**config.mk**
```make
export PLATFORM = sky130hd
export DESIGN_NAME = spcr_top
export DESIGN_NICKNAME = d
export VERILOG_FILES = /design/src/verilog/spcr_pkg.sv /design/src/verilog/spcr_top.sv
export VERILOG_INCLUDE_DIRS = /design/src /design/src/verilog
export SDC_FILE = /design/constraint.sdc
export NUM_CORES = 1
export LEC_CHECK = 0
export ABC_AREA = 1
export BUFFER_PORTS_ARGS = -buffer_cell sky130_fd_sc_hd__buf_2
export CORE_MARGIN = 2
export CORE_UTILIZATION = 47
export CTS_BUF_LIST = sky130_fd_sc_hd__clkbuf_8
export DETAILED_ROUTE_END_ITERATION = 6
export GPL_TIMING_DRIVEN = 0
export HOLD_SLACK_MARGIN = 0.12
export PLACE_DENSITY_LB_ADDON = 0.3
export SKIP_LAST_GASP = 1
export SLEW_MARGIN = 40
export SYNTH_ARGS = -nofsm -noshare
export SYNTH_HDL_FRONTEND = slang
export SYNTH_SLANG_ARGS = --single-unit
```
**constraint.sdc**
```tcl
create_clock -name CLOCK_IN -period 2.3 [get_ports CLOCK_IN]
set_input_delay 0.115 -clock CLOCK_IN [delete_from_list [all_inputs] [get_ports CLOCK_IN]]
set_output_delay 0.115 -clock CLOCK_IN [all_outputs]
set_load 0.05 [all_outputs]
```
**src/verilog/spcr_defs.svh**
```systemverilog
// Overview of operation
// Port-mode bit 0 selects sense pin A: 0 off at high impedance, 1 readable input.
// Sense pin A in off mode reads back as 1 regardless of pin level.
// After reset sense pin A is off and its pin is high impedance.
// Port-mode bit 4 enables pull-downs on pins A and B, input mode only.
// Port-mode bit 2 sets pin B direction: 0 input, 1 indicator output.
// Reading pin B returns the real pin level in both modes.
// In output mode pin B drops its pull-down and shows the timer indicator.
// After reset pin B is an output driving high.
// Port-mode bit 3 enables pin C wake-up and its pull-down together.
// Pin C level is readable whether wake-up is enabled or not.
// After reset pin C is an input, wake-up off, no pull-down.
// Pointer register bits 7..4 hold the upper ROM pointer bits; software keeps bit 7 zero.
// Pointer register is 8 bits, resets to zero except the retention flag bit 3.
// Hardware clears the retention flag whenever supply drops below the keep level.
// Software writes 1 to the retention flag after initialising RAM.
// Reset alone never clears the retention flag.
// Port-mode register is 8 bits, resets to 0x26, bits 7 and 6 read 0.
// Port-mode bit 1 sets key-scan port direction: 0 input, 1 output.
// Port-mode bit 5 enables the group pull-down on the four key inputs.
// Any pin in output or off mode has its pull-down disconnected.
// Input port bit 1 is pin C, bit 2 pin A, bit 3 pin B, read only.
// Writes to read-only or fixed-zero bits have no effect.
`ifndef SPCR_DEFS_SVH
`define SPCR_DEFS_SVH

// ****************************************
// Register offsets (byte addresses)
// ****************************************
`define SPCR_OFS_INPUT      8'h00
`define SPCR_OFS_CTRL0      8'h04
`define SPCR_OFS_CTRL1      8'h08

// ****************************************
// Field positions
// ****************************************
`define SPCR_IN_FIXED       0
`define SPCR_IN_SC          1
`define SPCR_IN_SA          2
`define SPCR_IN_SB          3
`define SPCR_IN_KEY_LO      4
`define SPCR_C0_FLAG        3
`define SPCR_C0_PTR_LO      4
`define SPCR_C1_SA_MODE     0
`define SPCR_C1_KSCAN_MODE  1
`define SPCR_C1_SB_MODE     2
`define SPCR_C1_SC_WAKE     3
`define SPCR_C1_SAB_PD      4
`define SPCR_C1_KIN_PD      5

// ****************************************
// Reset values and write masks
// ****************************************
`define SPCR_C1_RESET       8'h26
`define SPCR_C1_WMASK       8'h3F
`define SPCR_C0_PTR_RESET   4'h0

// ****************************************
// Timing: register answer wait states
// ****************************************
`define SPCR_APB_WAIT       0

`endif

```
**src/verilog/spcr_pkg.sv**
```systemverilog
package spcr_pkg;

	// Bus slave phase, one-hot
	typedef enum logic [1:0]
	{
		SPCR_IDLE   = 2'b01,
		SPCR_ANSWER = 2'b10
	} spcr_state_type;

endpackage

```
**src/verilog/spcr_top.sv**
```systemverilog
// Local design decisions: the APB register port and the register addresses.
`timescale 1ns/1ps
`include "spcr_defs.svh"

module spcr_top #(
	parameter int ADDR_W = 8
)(
	input  wire logic              CLOCK_IN,
	input  wire logic              RST_N_IN,
	input  wire logic              PSEL_IN,
	input  wire logic              PENABLE_IN,
	input  wire logic              PWRITE_IN,
	input  wire logic [ADDR_W-1:0] PADDR_IN,
	input  wire logic [31:0]       PWDATA_IN,
	output logic      [31:0]       PRDATA_OUT,
	output logic                   PREADY_OUT,
	output logic                   PSLVERR_OUT,
	input  wire logic              SENSE_A_IN,
	input  wire logic              SENSE_B_IN,
	input  wire logic              SENSE_C_IN,
	input  wire logic [3:0]        KEY_INPUT_IN,
	input  wire logic              INDICATOR_TIMER_ACTIVE_IN,
	input  wire logic              SUPPLY_BELOW_KEEP_IN,
	output logic                   SENSE_A_INPUT_EN_OUT,
	output logic                   SENSE_A_PULLDOWN_OUT,
	output logic                   SENSE_B_OUT,
	output logic                   SENSE_B_OE_OUT,
	output logic                   SENSE_B_PULLDOWN_OUT,
	output logic                   SENSE_C_PULLDOWN_OUT,
	output logic                   SENSE_C_WAKE_EN_OUT,
	output logic                   KEY_SCAN_OUTPUT_MODE_OUT,
	output logic                   KEY_SCAN_PULLDOWN_OUT,
	output logic                   KEY_INPUT_PULLDOWN_OUT,
	output logic      [3:0]        ROM_POINTER_HIGH_OUT,
	output logic                   RAM_KEEP_FLAG_OUT
);

	// ****************************************
	// Address decoding
	// ****************************************

	// Shared by read select and write strobes
	function automatic logic reg_hit(input logic [ADDR_W-1:0] addr, input logic [7:0] ofs);
		reg_hit = (addr == ADDR_W'(ofs));
	endfunction

	spcr_pkg::spcr_state_type state_ff;
	spcr_pkg::spcr_state_type nxt_state;
	logic        pready_ff;
	logic        nxt_pready;
	logic [31:0] prdata_ff;
	logic [31:0] nxt_prdata;
	logic        pslverr_ff;
	logic        nxt_pslverr;
	logic [7:0]  ctrl1_ff;
	logic [7:0]  nxt_ctrl1;
	logic [3:0]  ptr_ff;
	logic [3:0]  nxt_ptr;
	logic        flag_ff;
	logic        sa_en_ff;
	logic        sa_pd_ff;
	logic        sb_out_ff;
	logic        sb_oe_ff;
	logic        sb_pd_ff;
	logic        sc_pd_ff;
	logic        sc_wake_ff;
	logic        kscan_mode_ff;
	logic        kscan_pd_ff;
	logic        kin_pd_ff;

	wire hit_input = reg_hit(PADDR_IN, `SPCR_OFS_INPUT);
	wire hit_ctrl0 = reg_hit(PADDR_IN, `SPCR_OFS_CTRL0);
	wire hit_ctrl1 = reg_hit(PADDR_IN, `SPCR_OFS_CTRL1);
	wire hit_any   = hit_input | hit_ctrl0 | hit_ctrl1;
	wire setup_ph  = PSEL_IN & ~PENABLE_IN;
	// Writes land only on the completing access edge
	wire wr_done   = PSEL_IN & PENABLE_IN & PWRITE_IN & pready_ff;
	// read-only input word takes no write strobe
	wire wr_ctrl0  = wr_done & hit_ctrl0;
	wire wr_ctrl1  = wr_done & hit_ctrl1;

	// ****************************************
	// Read words
	// ****************************************

	// off mode reads as 1, blocks unknown floating level
	wire sa_read = ctrl1_ff[`SPCR_C1_SA_MODE] ? SENSE_A_IN : 1'b1;
	// input port layout, R6 and R10 raw pin levels
	wire [31:0] input_word = {24'h000000, KEY_INPUT_IN, SENSE_B_IN, sa_read, SENSE_C_IN, 1'b1};
	// low bits fixed zero
	wire [31:0] ctrl0_word = {24'h000000, ptr_ff, flag_ff, 3'h0};
	wire [31:0] ctrl1_word = {24'h000000, ctrl1_ff};
	wire [31:0] rd_word    = hit_input ? input_word :
				hit_ctrl0 ? ctrl0_word :
				hit_ctrl1 ? ctrl1_word : 32'h00000000;

	// ****************************************
	// Bus slave phase machine
	// ****************************************

	// Zero wait states: answer always in the first access cycle
	always_comb
	begin
		nxt_state   = state_ff;
		nxt_pready  = 1'b0;
		nxt_prdata  = prdata_ff;
		nxt_pslverr = 1'b0;
		unique case (state_ff)
			spcr_pkg::SPCR_IDLE:
			begin
				if (setup_ph)
				begin
					nxt_state   = spcr_pkg::SPCR_ANSWER;
					nxt_pready  = 1'b1;
					nxt_pslverr = ~hit_any;
					nxt_prdata  = PWRITE_IN ? 32'h00000000 : rd_word;
				end
			end
			spcr_pkg::SPCR_ANSWER:
			begin
				nxt_state = spcr_pkg::SPCR_IDLE;
			end
			default:
			begin
				nxt_state = spcr_pkg::SPCR_IDLE;
			end
		endcase
	end

	// Bus answer registers
	always_ff @(posedge CLOCK_IN or negedge RST_N_IN)
	begin
		if (!RST_N_IN)
		begin
			state_ff   <= spcr_pkg::SPCR_IDLE;
			pready_ff  <= 1'b0;
			prdata_ff  <= 32'h00000000;
			pslverr_ff <= 1'b0;
		end
		else
		begin
			state_ff   <= nxt_state;
			pready_ff  <= nxt_pready;
			prdata_ff  <= nxt_prdata;
			pslverr_ff <= nxt_pslverr;
		end
	end

	// ****************************************
	// Control registers
	// ****************************************

	// bits 7..6 masked to zero, R22 fixed bits ignored
	assign nxt_ctrl1 = wr_ctrl1 ? (PWDATA_IN[7:0] & `SPCR_C1_WMASK) : ctrl1_ff;
	// pointer high bits, stored as written
	assign nxt_ptr   = wr_ctrl0 ? PWDATA_IN[7:4] : ptr_ff;

	// reset values
	always_ff @(posedge CLOCK_IN or negedge RST_N_IN)
	begin
		if (!RST_N_IN)
		begin
			ctrl1_ff <= `SPCR_C1_RESET;
			ptr_ff   <= `SPCR_C0_PTR_RESET;
		end
		else
		begin
			ctrl1_ff <= nxt_ctrl1;
			ptr_ff   <= nxt_ptr;
		end
	end

	// retention flag kept out of reset on purpose
	// undervoltage clear wins over a software set
	always_ff @(posedge CLOCK_IN)
	begin
		if (SUPPLY_BELOW_KEEP_IN)
			flag_ff <= 1'b0;
		else if (wr_ctrl0)
			flag_ff <= PWDATA_IN[`SPCR_C0_FLAG];
	end

	// ****************************************
	// Pin control outputs
	// ****************************************

	// pin A input buffer enable
	wire nxt_sa_en = ctrl1_ff[`SPCR_C1_SA_MODE];
	// shared A/B pull-down only while in input mode
	wire nxt_sa_pd = ctrl1_ff[`SPCR_C1_SAB_PD] & ctrl1_ff[`SPCR_C1_SA_MODE];
	wire nxt_sb_pd = ctrl1_ff[`SPCR_C1_SAB_PD] & ~ctrl1_ff[`SPCR_C1_SB_MODE];
	// pin B direction
	wire nxt_sb_oe = ctrl1_ff[`SPCR_C1_SB_MODE];
	// indicator low while the timer runs, high when halted
	wire nxt_sb_out = ~INDICATOR_TIMER_ACTIVE_IN;
	// wake and pull-down move together on pin C
	wire nxt_sc_on = ctrl1_ff[`SPCR_C1_SC_WAKE];
	// key-scan direction, R20 its pull-down in input mode only
	wire nxt_kscan = ctrl1_ff[`SPCR_C1_KSCAN_MODE];
	// key input group pull-down
	wire nxt_kin_pd = ctrl1_ff[`SPCR_C1_KIN_PD];

	// One cycle behind the control register and the timer input, glitch free at the pads
	always_ff @(posedge CLOCK_IN or negedge RST_N_IN)
	begin
		if (!RST_N_IN)
		begin
			sa_en_ff      <= 1'b0;
			sa_pd_ff      <= 1'b0;
			sb_out_ff     <= 1'b1;
			sb_oe_ff      <= 1'b1;
			sb_pd_ff      <= 1'b0;
			sc_pd_ff      <= 1'b0;
			sc_wake_ff    <= 1'b0;
			kscan_mode_ff <= 1'b1;
			kscan_pd_ff   <= 1'b0;
			kin_pd_ff     <= 1'b1;
		end
		else
		begin
			sa_en_ff      <= nxt_sa_en;
			sa_pd_ff      <= nxt_sa_pd;
			sb_out_ff     <= nxt_sb_out;
			sb_oe_ff      <= nxt_sb_oe;
			sb_pd_ff      <= nxt_sb_pd;
			sc_pd_ff      <= nxt_sc_on;
			sc_wake_ff    <= nxt_sc_on;
			kscan_mode_ff <= nxt_kscan;
			kscan_pd_ff   <= ~nxt_kscan;
			kin_pd_ff     <= nxt_kin_pd;
		end
	end

	// Port drive
	assign PRDATA_OUT               = prdata_ff;
	assign PREADY_OUT               = pready_ff;
	assign PSLVERR_OUT              = pslverr_ff;
	assign SENSE_A_INPUT_EN_OUT     = sa_en_ff;
	assign SENSE_A_PULLDOWN_OUT     = sa_pd_ff;
	assign SENSE_B_OUT              = sb_out_ff;
	assign SENSE_B_OE_OUT           = sb_oe_ff;
	assign SENSE_B_PULLDOWN_OUT     = sb_pd_ff;
	assign SENSE_C_PULLDOWN_OUT     = sc_pd_ff;
	assign SENSE_C_WAKE_EN_OUT      = sc_wake_ff;
	assign KEY_SCAN_OUTPUT_MODE_OUT = kscan_mode_ff;
	assign KEY_SCAN_PULLDOWN_OUT    = kscan_pd_ff;
	assign KEY_INPUT_PULLDOWN_OUT   = kin_pd_ff;
	assign ROM_POINTER_HIGH_OUT     = ptr_ff;
	assign RAM_KEEP_FLAG_OUT        = flag_ff;

	// ****************************************
	// Checks
	// ****************************************

	// pin A enable follows bit 0
	property p_sa_mode;
		@(posedge CLOCK_IN) disable iff (!RST_N_IN)
		wr_ctrl1 |-> ##2 (SENSE_A_INPUT_EN_OUT == $past(PWDATA_IN[0], 2));
	endproperty
	a_sa_mode: assert property (p_sa_mode) else $error("pin A mode wrong");

	// off mode reads 1
	property p_sa_off_read;
		@(posedge CLOCK_IN) disable iff (!RST_N_IN)
		(state_ff == spcr_pkg::SPCR_IDLE && setup_ph && !PWRITE_IN && hit_input
			&& !ctrl1_ff[0]) |=> PRDATA_OUT[2];
	endproperty
	a_sa_off_read: assert property (p_sa_off_read) else $error("pin A off read not 1");

	// state right after reset release
	property p_reset_pins;
		@(posedge CLOCK_IN)
		$rose(RST_N_IN) |-> (!SENSE_A_INPUT_EN_OUT && SENSE_B_OE_OUT && SENSE_B_OUT
			&& !SENSE_C_PULLDOWN_OUT && !SENSE_C_WAKE_EN_OUT);
	endproperty
	a_reset_pins: assert property (p_reset_pins) else $error("pin reset state wrong");

	// pull-down on A/B only in input mode
	property p_sab_pd;
		@(posedge CLOCK_IN) disable iff (!RST_N_IN)
		##1 ((SENSE_A_PULLDOWN_OUT == $past(ctrl1_ff[4] & ctrl1_ff[0]))
			&& (SENSE_B_PULLDOWN_OUT == $past(ctrl1_ff[4] & ~ctrl1_ff[2])));
	endproperty
	a_sab_pd: assert property (p_sab_pd) else $error("A/B pull-down wrong");

	// pin B drive and indicator level
	property p_sb_drive;
		@(posedge CLOCK_IN) disable iff (!RST_N_IN)
		wr_ctrl1 |-> ##2 ((SENSE_B_OE_OUT == $past(PWDATA_IN[2], 2))
			&& (SENSE_B_OUT == !$past(INDICATOR_TIMER_ACTIVE_IN)));
	endproperty
	a_sb_drive: assert property (p_sb_drive) else $error("pin B drive wrong");

	// raw pin levels in input word
	property p_input_read;
		@(posedge CLOCK_IN) disable iff (!RST_N_IN)
		(state_ff == spcr_pkg::SPCR_IDLE && setup_ph && !PWRITE_IN && hit_input)
			|=> (PRDATA_OUT[3] == $past(SENSE_B_IN) && PRDATA_OUT[1] == $past(SENSE_C_IN)
			&& PRDATA_OUT[0] && PREADY_OUT);
	endproperty
	a_input_read: assert property (p_input_read) else $error("input word wrong");

	// wake and pull-down on C together
	property p_sc_wake;
		@(posedge CLOCK_IN) disable iff (!RST_N_IN)
		##1 ((SENSE_C_WAKE_EN_OUT == SENSE_C_PULLDOWN_OUT)
			&& (SENSE_C_WAKE_EN_OUT == $past(ctrl1_ff[3])));
	endproperty
	a_sc_wake: assert property (p_sc_wake) else $error("pin C wake wrong");

	// pointer reaches its output
	property p_pointer;
		@(posedge CLOCK_IN) disable iff (!RST_N_IN)
		wr_ctrl0 |=> (ROM_POINTER_HIGH_OUT == $past(PWDATA_IN[7:4]));
	endproperty
	a_pointer: assert property (p_pointer) else $error("pointer not stored");

	// undervoltage clears the flag
	property p_flag_clear;
		@(posedge CLOCK_IN)
		SUPPLY_BELOW_KEEP_IN |=> !RAM_KEEP_FLAG_OUT;
	endproperty
	a_flag_clear: assert property (p_flag_clear) else $error("retention flag not cleared");

	// reset leaves the flag alone
	property p_flag_hold;
		@(posedge CLOCK_IN)
		(!RST_N_IN && !SUPPLY_BELOW_KEEP_IN) |=> (RAM_KEEP_FLAG_OUT == $past(RAM_KEEP_FLAG_OUT));
	endproperty
	a_flag_hold: assert property (p_flag_hold) else $error("reset changed retention flag");

	// flag takes bit 3 of a write while the supply is good
	property p_flag_write;
		@(posedge CLOCK_IN) disable iff (!RST_N_IN)
		(wr_ctrl0 && !SUPPLY_BELOW_KEEP_IN) |=> (RAM_KEEP_FLAG_OUT == $past(PWDATA_IN[3]));
	endproperty
	a_flag_write: assert property (p_flag_write) else $error("retention flag write wrong");

	// port-mode write drops the two top bits
	property p_ctrl1_write;
		@(posedge CLOCK_IN) disable iff (!RST_N_IN)
		wr_ctrl1 |=> (ctrl1_ff == {2'b00, $past(PWDATA_IN[5:0])});
	endproperty
	a_ctrl1_write: assert property (p_ctrl1_write) else $error("port-mode write wrong");

	// pin A off or pin B driving never has a pull-down
	property p_pd_off;
		@(posedge CLOCK_IN) disable iff (!RST_N_IN)
		(SENSE_A_INPUT_EN_OUT || !SENSE_A_PULLDOWN_OUT)
			&& (!SENSE_B_OE_OUT || !SENSE_B_PULLDOWN_OUT);
	endproperty
	a_pd_off: assert property (p_pd_off) else $error("pull-down left on");

	// unmapped address answers an error with zero data
	property p_unmapped;
		@(posedge CLOCK_IN) disable iff (!RST_N_IN)
		(state_ff == spcr_pkg::SPCR_IDLE && setup_ph && !hit_any)
			|=> (PSLVERR_OUT && PREADY_OUT && (PRDATA_OUT == 32'h00000000));
	endproperty
	a_unmapped: assert property (p_unmapped) else $error("unmapped answer wrong");

	// fixed-zero bits stay zero
	property p_fixed_zero;
		@(posedge CLOCK_IN) disable iff (!RST_N_IN)
		(ctrl1_ff[7:6] == 2'b00) && (!(PREADY_OUT && hit_ctrl0) || (PRDATA_OUT[2:0] == 3'h0));
	endproperty
	a_fixed_zero: assert property (p_fixed_zero) else $error("fixed bits not zero");

	// key port controls
	property p_key_ctrl;
		@(posedge CLOCK_IN) disable iff (!RST_N_IN)
		##1 ((KEY_SCAN_OUTPUT_MODE_OUT == $past(ctrl1_ff[1]))
			&& (KEY_SCAN_PULLDOWN_OUT == !KEY_SCAN_OUTPUT_MODE_OUT)
			&& (KEY_INPUT_PULLDOWN_OUT == $past(ctrl1_ff[5])));
	endproperty
	a_key_ctrl: assert property (p_key_ctrl) else $error("key port control wrong");

	// write to input word changes neither the port-mode register nor the pointer bits
	property p_ro_write;
		@(posedge CLOCK_IN) disable iff (!RST_N_IN)
		(wr_done && hit_input) |=> $stable(ctrl1_ff) && $stable(ptr_ff);
	endproperty
	a_ro_write: assert property (p_ro_write) else $error("read-only write had effect");

endmodule // spcr_top
```
==> reports/qor.csv <==
stage;metric;value;unit
pwr;Comb power frac;16.2;%
yosys;Netlist cell types;24;
placement;count of input and output buffers;54;
yosys;post-synth top area share;35.55;%
sta;Setup TNS Final;0;ps
drt;ANT nets after route;0;
grt;vias in the first global route;1317;
sta;Max Freq;595.3;MHz
yosys;Synth Cell Area;1619;sq um
pwr;sw power;0.3576;mW
drt;Vias/cell;4.149;
sta;minimum clock period;1680;ps
pwr;Int Pwr;1.023;mW
yosys;top cell type by total area after synthesis;dfrtp_1;
clock_tree;# Post-CTS Setup Buffers;0;
pwr;Seq pwr share;41.5;%
sta;max-slew violation count;0;
drt;initial DRC count;44;
drt;DR WL/cell;9.841;um
worst_setup_path;critical path type;reg -> reg;
floorplanning;core region area;3311;sq um
sta;RSZ-0062 raised after global routing;no;
floorplanning;height of the die;62.69;um
sta;final setup vio count;0;
yosys;post-synthesis adder-cell area fraction;0;%
cells_and_area;Antenna diodes;0;
hold_path;Hold Crit Class;in -> reg;
clock_tree;cts bufs inserted;5;
sta;final hold violation count;0;
clock_tree;CTS Sinks;32;
floorplanning;num ports;103;
drt;WL final;3228;um
floorplanning;initial core utilization;48.90;%
grt;global-route wire length before repair;5520;um
floorplanning;Die Area;3930;sq um
sta;period utilisation layout;73.04;%
drt;via count;1361;
worst_setup_path;Critical Path AT;1860;ps
clock_tree;root buffer cell;clkbuf_8;
grt;gr usage total;18.35;%
yosys;synth top area cells;dfrtp_1, dfstp_2, buf_4, nand2_1, inv_1;
clock_tree;CTS tree;yes;
grt;initial antenna violation count;0;
placement;routability cong.;0.8009;
yosys;complex-gate fraction of the synthesized area;5.332;%
cells_and_area;nets;335;
run;Max Cap Violations;0;
yosys;Post-Synth XOR/XNOR Area;0;%
pwr;Clk pwr share;42.3;%
worst_setup_path;worst setup path startpoint;PREADY_OUT$_DFF_PN0_;
sta;Clock Skew;5.988;ps
clock_tree;Max H-tree Level;2;
worst_setup_path;reg2reg start;PREADY_OUT$_DFF_PN0_;
yosys;main combinational cell family by area after synthesis;simple AND/OR/NAND/NOR gates;
sta;slew margin rel.;56.38;%
drt;Remaining DRCs;0;
hold_path;HP Start;PSEL_IN;
grt;GR Overflow Total;0;
drt;DRT Pass-1 Iters;4;
yosys;Post-Synth Simple-Gate Area;26.20;%
clock_tree;CTS clk-pin slew, worst paths;70;ps
clock_tree;Clk Latency, worst-skew pair;290;ps
run_status;outcome;finished, final reports clean;
worst_setup_path;crit path max fanout;7;
cells_and_area;Syn-to-layout area delta;40.80;%
yosys;Yosys reg bits;32;
yosys;post-synthesis mux area share;0;%
floorplanning;DIE WIDTH;62.69;um
pwr;Power Density;605.6;nW/um^2
grt;pin count of the biggest net entering global routing;32;
worst_setup_path;Critical Path RT;2480;ps
pwr;Net Sw Frac;25.90;%
clock_tree;clk buf depth;2;
worst_setup_path;Startpoint Class;flop;
worst_setup_path;Worst Setup End Kind;flop;
sta;Worst-Margin Slew;654.4;ps
cells_and_area;filler cell count;307;
cells_and_area;layout cells sized above 1;40.43;%
pwr;total power;1.381;mW
floorplanning;# rows;21;
yosys;yosys warns;0;
pwr;worst vdd rail ir drop;0.3313;mV
yosys;Mapped Cells;185;
placement;Detailed Place HPWL;2463;um
yosys;mean post-synth cell area;8.752;sq um
yosys;post-synthesis sequential area ratio;49.77;%
pwr;Lkg Pwr;1.412;nW
[synthesized netlist by cell type]
| cell | n |
|---|---|
| nand2_1 | 49 |
| buf_4 | 25 |
| dfrtp_1 | 23 |
| inv_1 | 22 |
| nand3_1 | 16 |
| dfstp_2 | 8 |
| nor2_1 | 7 |
| o21ai_0 | 7 |
| nand2_2 | 4 |
| a21oi_1 | 3 |
| nand2_4 | 3 |
| inv_4 | 2 |
| nor2_4 | 2 |
| nor2_8 | 2 |
| o21ai_1 | 2 |
| o21ai_2 | 2 |
| a21oi_2 | 1 |
| clkbuf_1 | 1 |
| clkinv_4 | 1 |
| conb_1 | 1 |
| dfxtp_1 | 1 |
| inv_2 | 1 |
| nand4_1 | 1 |
| nor2_2 | 1 |
[final cells by class]
class	count	area (sq um)	area share [%]
buffer	26	191.4	8.397
clock buffer	7	96.34	4.226
clock inverter	1	30.03	1.317
inverter	26	107.6	4.720
multi-input combinational	124	600.6	26.34
sequential	32	805.8	35.35
tap	46	57.56	2.525
timing repair buffer	66	390.4	17.12
[worst max-delay path, stage by stage (launching register included)]
cell and delay [ps]:
dfrtp_1 330, nand2_1 130, nor2_8 200, nand3_1 190, nand2_1 120, a21oi_2 50, dlygate4sd3_1 540
[power by group through the flow]
stage | logic [mW] | registers [mW] | clock network, mW
3_3_place_gp | 0.207 | 0.583 | 0
3_5_place_dp | 0.209 | 0.583 | 0
6_report | 0.223 | 0.573 | 0.584
5_1_grt | 0.239 | 0.574 | 0.617
4_1_cts | 0.223 | 0.573 | 0.595
2_1_floorplan | 0.146 | 0.599 | 0
[registers in the layout, summed over array words and instances, names as in the netlist, 2 cells and up]
register / cells
PRDATA_OUT: 8
ctrl1_ff: 6
state_ff: 2
ROM_POINTER_HIGH_OUT: 4
[per-layer routing]
layer  vias to the layer above  global-route usage (%)  share of wire, %
li1                        710                       -                 -
met1                       588                   20.92                41
met2                        58                   31.45                49
met3                         5                   4.685               7.6
met4                         0                   10.00               2.5
met5                         -                       0                 0
[final timing paths]
check | endpoint | cells past startpoint | slack, ps
max | RAM_KEEP_FLAG_OUT$_SDFFE_PP0P_ | 6 | 620
min | PREADY_OUT$_DFF_PN0_ | 3 | 130
max reg2reg | RAM_KEEP_FLAG_OUT$_SDFFE_PP0P_ | 6 | 620
min reg2reg | KEY_INPUT_PULLDOWN_OUT$_DFF_PN1_ | 0 | 380
max in group asynchronous | PRDATA_OUT[7]$_DFFE_PN0P_ | 2 | 1470
min in group asynchronous | ctrl1_ff[4]$_DFFE_PN0P_ | 2 | 400
[cells by family (layout without fill, tap and decap cells)]
family          Yosys count  count (layout)
buf+inv                  52             126
other cells               1              24
compound gates           15              15
flops                    32              32
simple gates             85              85
[layout by cell type (no fill, tap or decap), types with 7 or more instances in the layout]
master,n
buf_4,25
dfstp_2,8
dlygate4sd3_1,12
clkbuf_8,7
nand3_1,16
nor2_1,7
buf_2,54
inv_1,22
o21ai_0,7
dfrtp_1,23
nand2_1,49
conb_1,24
[metrics by stage]
stage	cells	util (%)	setup slack, ps	cell area, sq um	hold WS, ps
4_1_cts	328	68.86	615.9	2280	129.7
2_1_floorplan	208	-	867.9	1705	-180.6
3_3_place_gp	308	61.41	1052	2033	181.9
6_report	328	68.86	620.1	2280	133.3
5_1_grt	328	68.86	498.2	2280	150.1
3_5_place_dp	308	61.41	1024	2033	185.2
[repair_timing]
action | CTS | global route
hold endpoints to repair | 34 | 0
resized for setup | 0 | 0
hold buffers | 12 | 0
No activity file was read; power rests on OpenSTA's default activity.
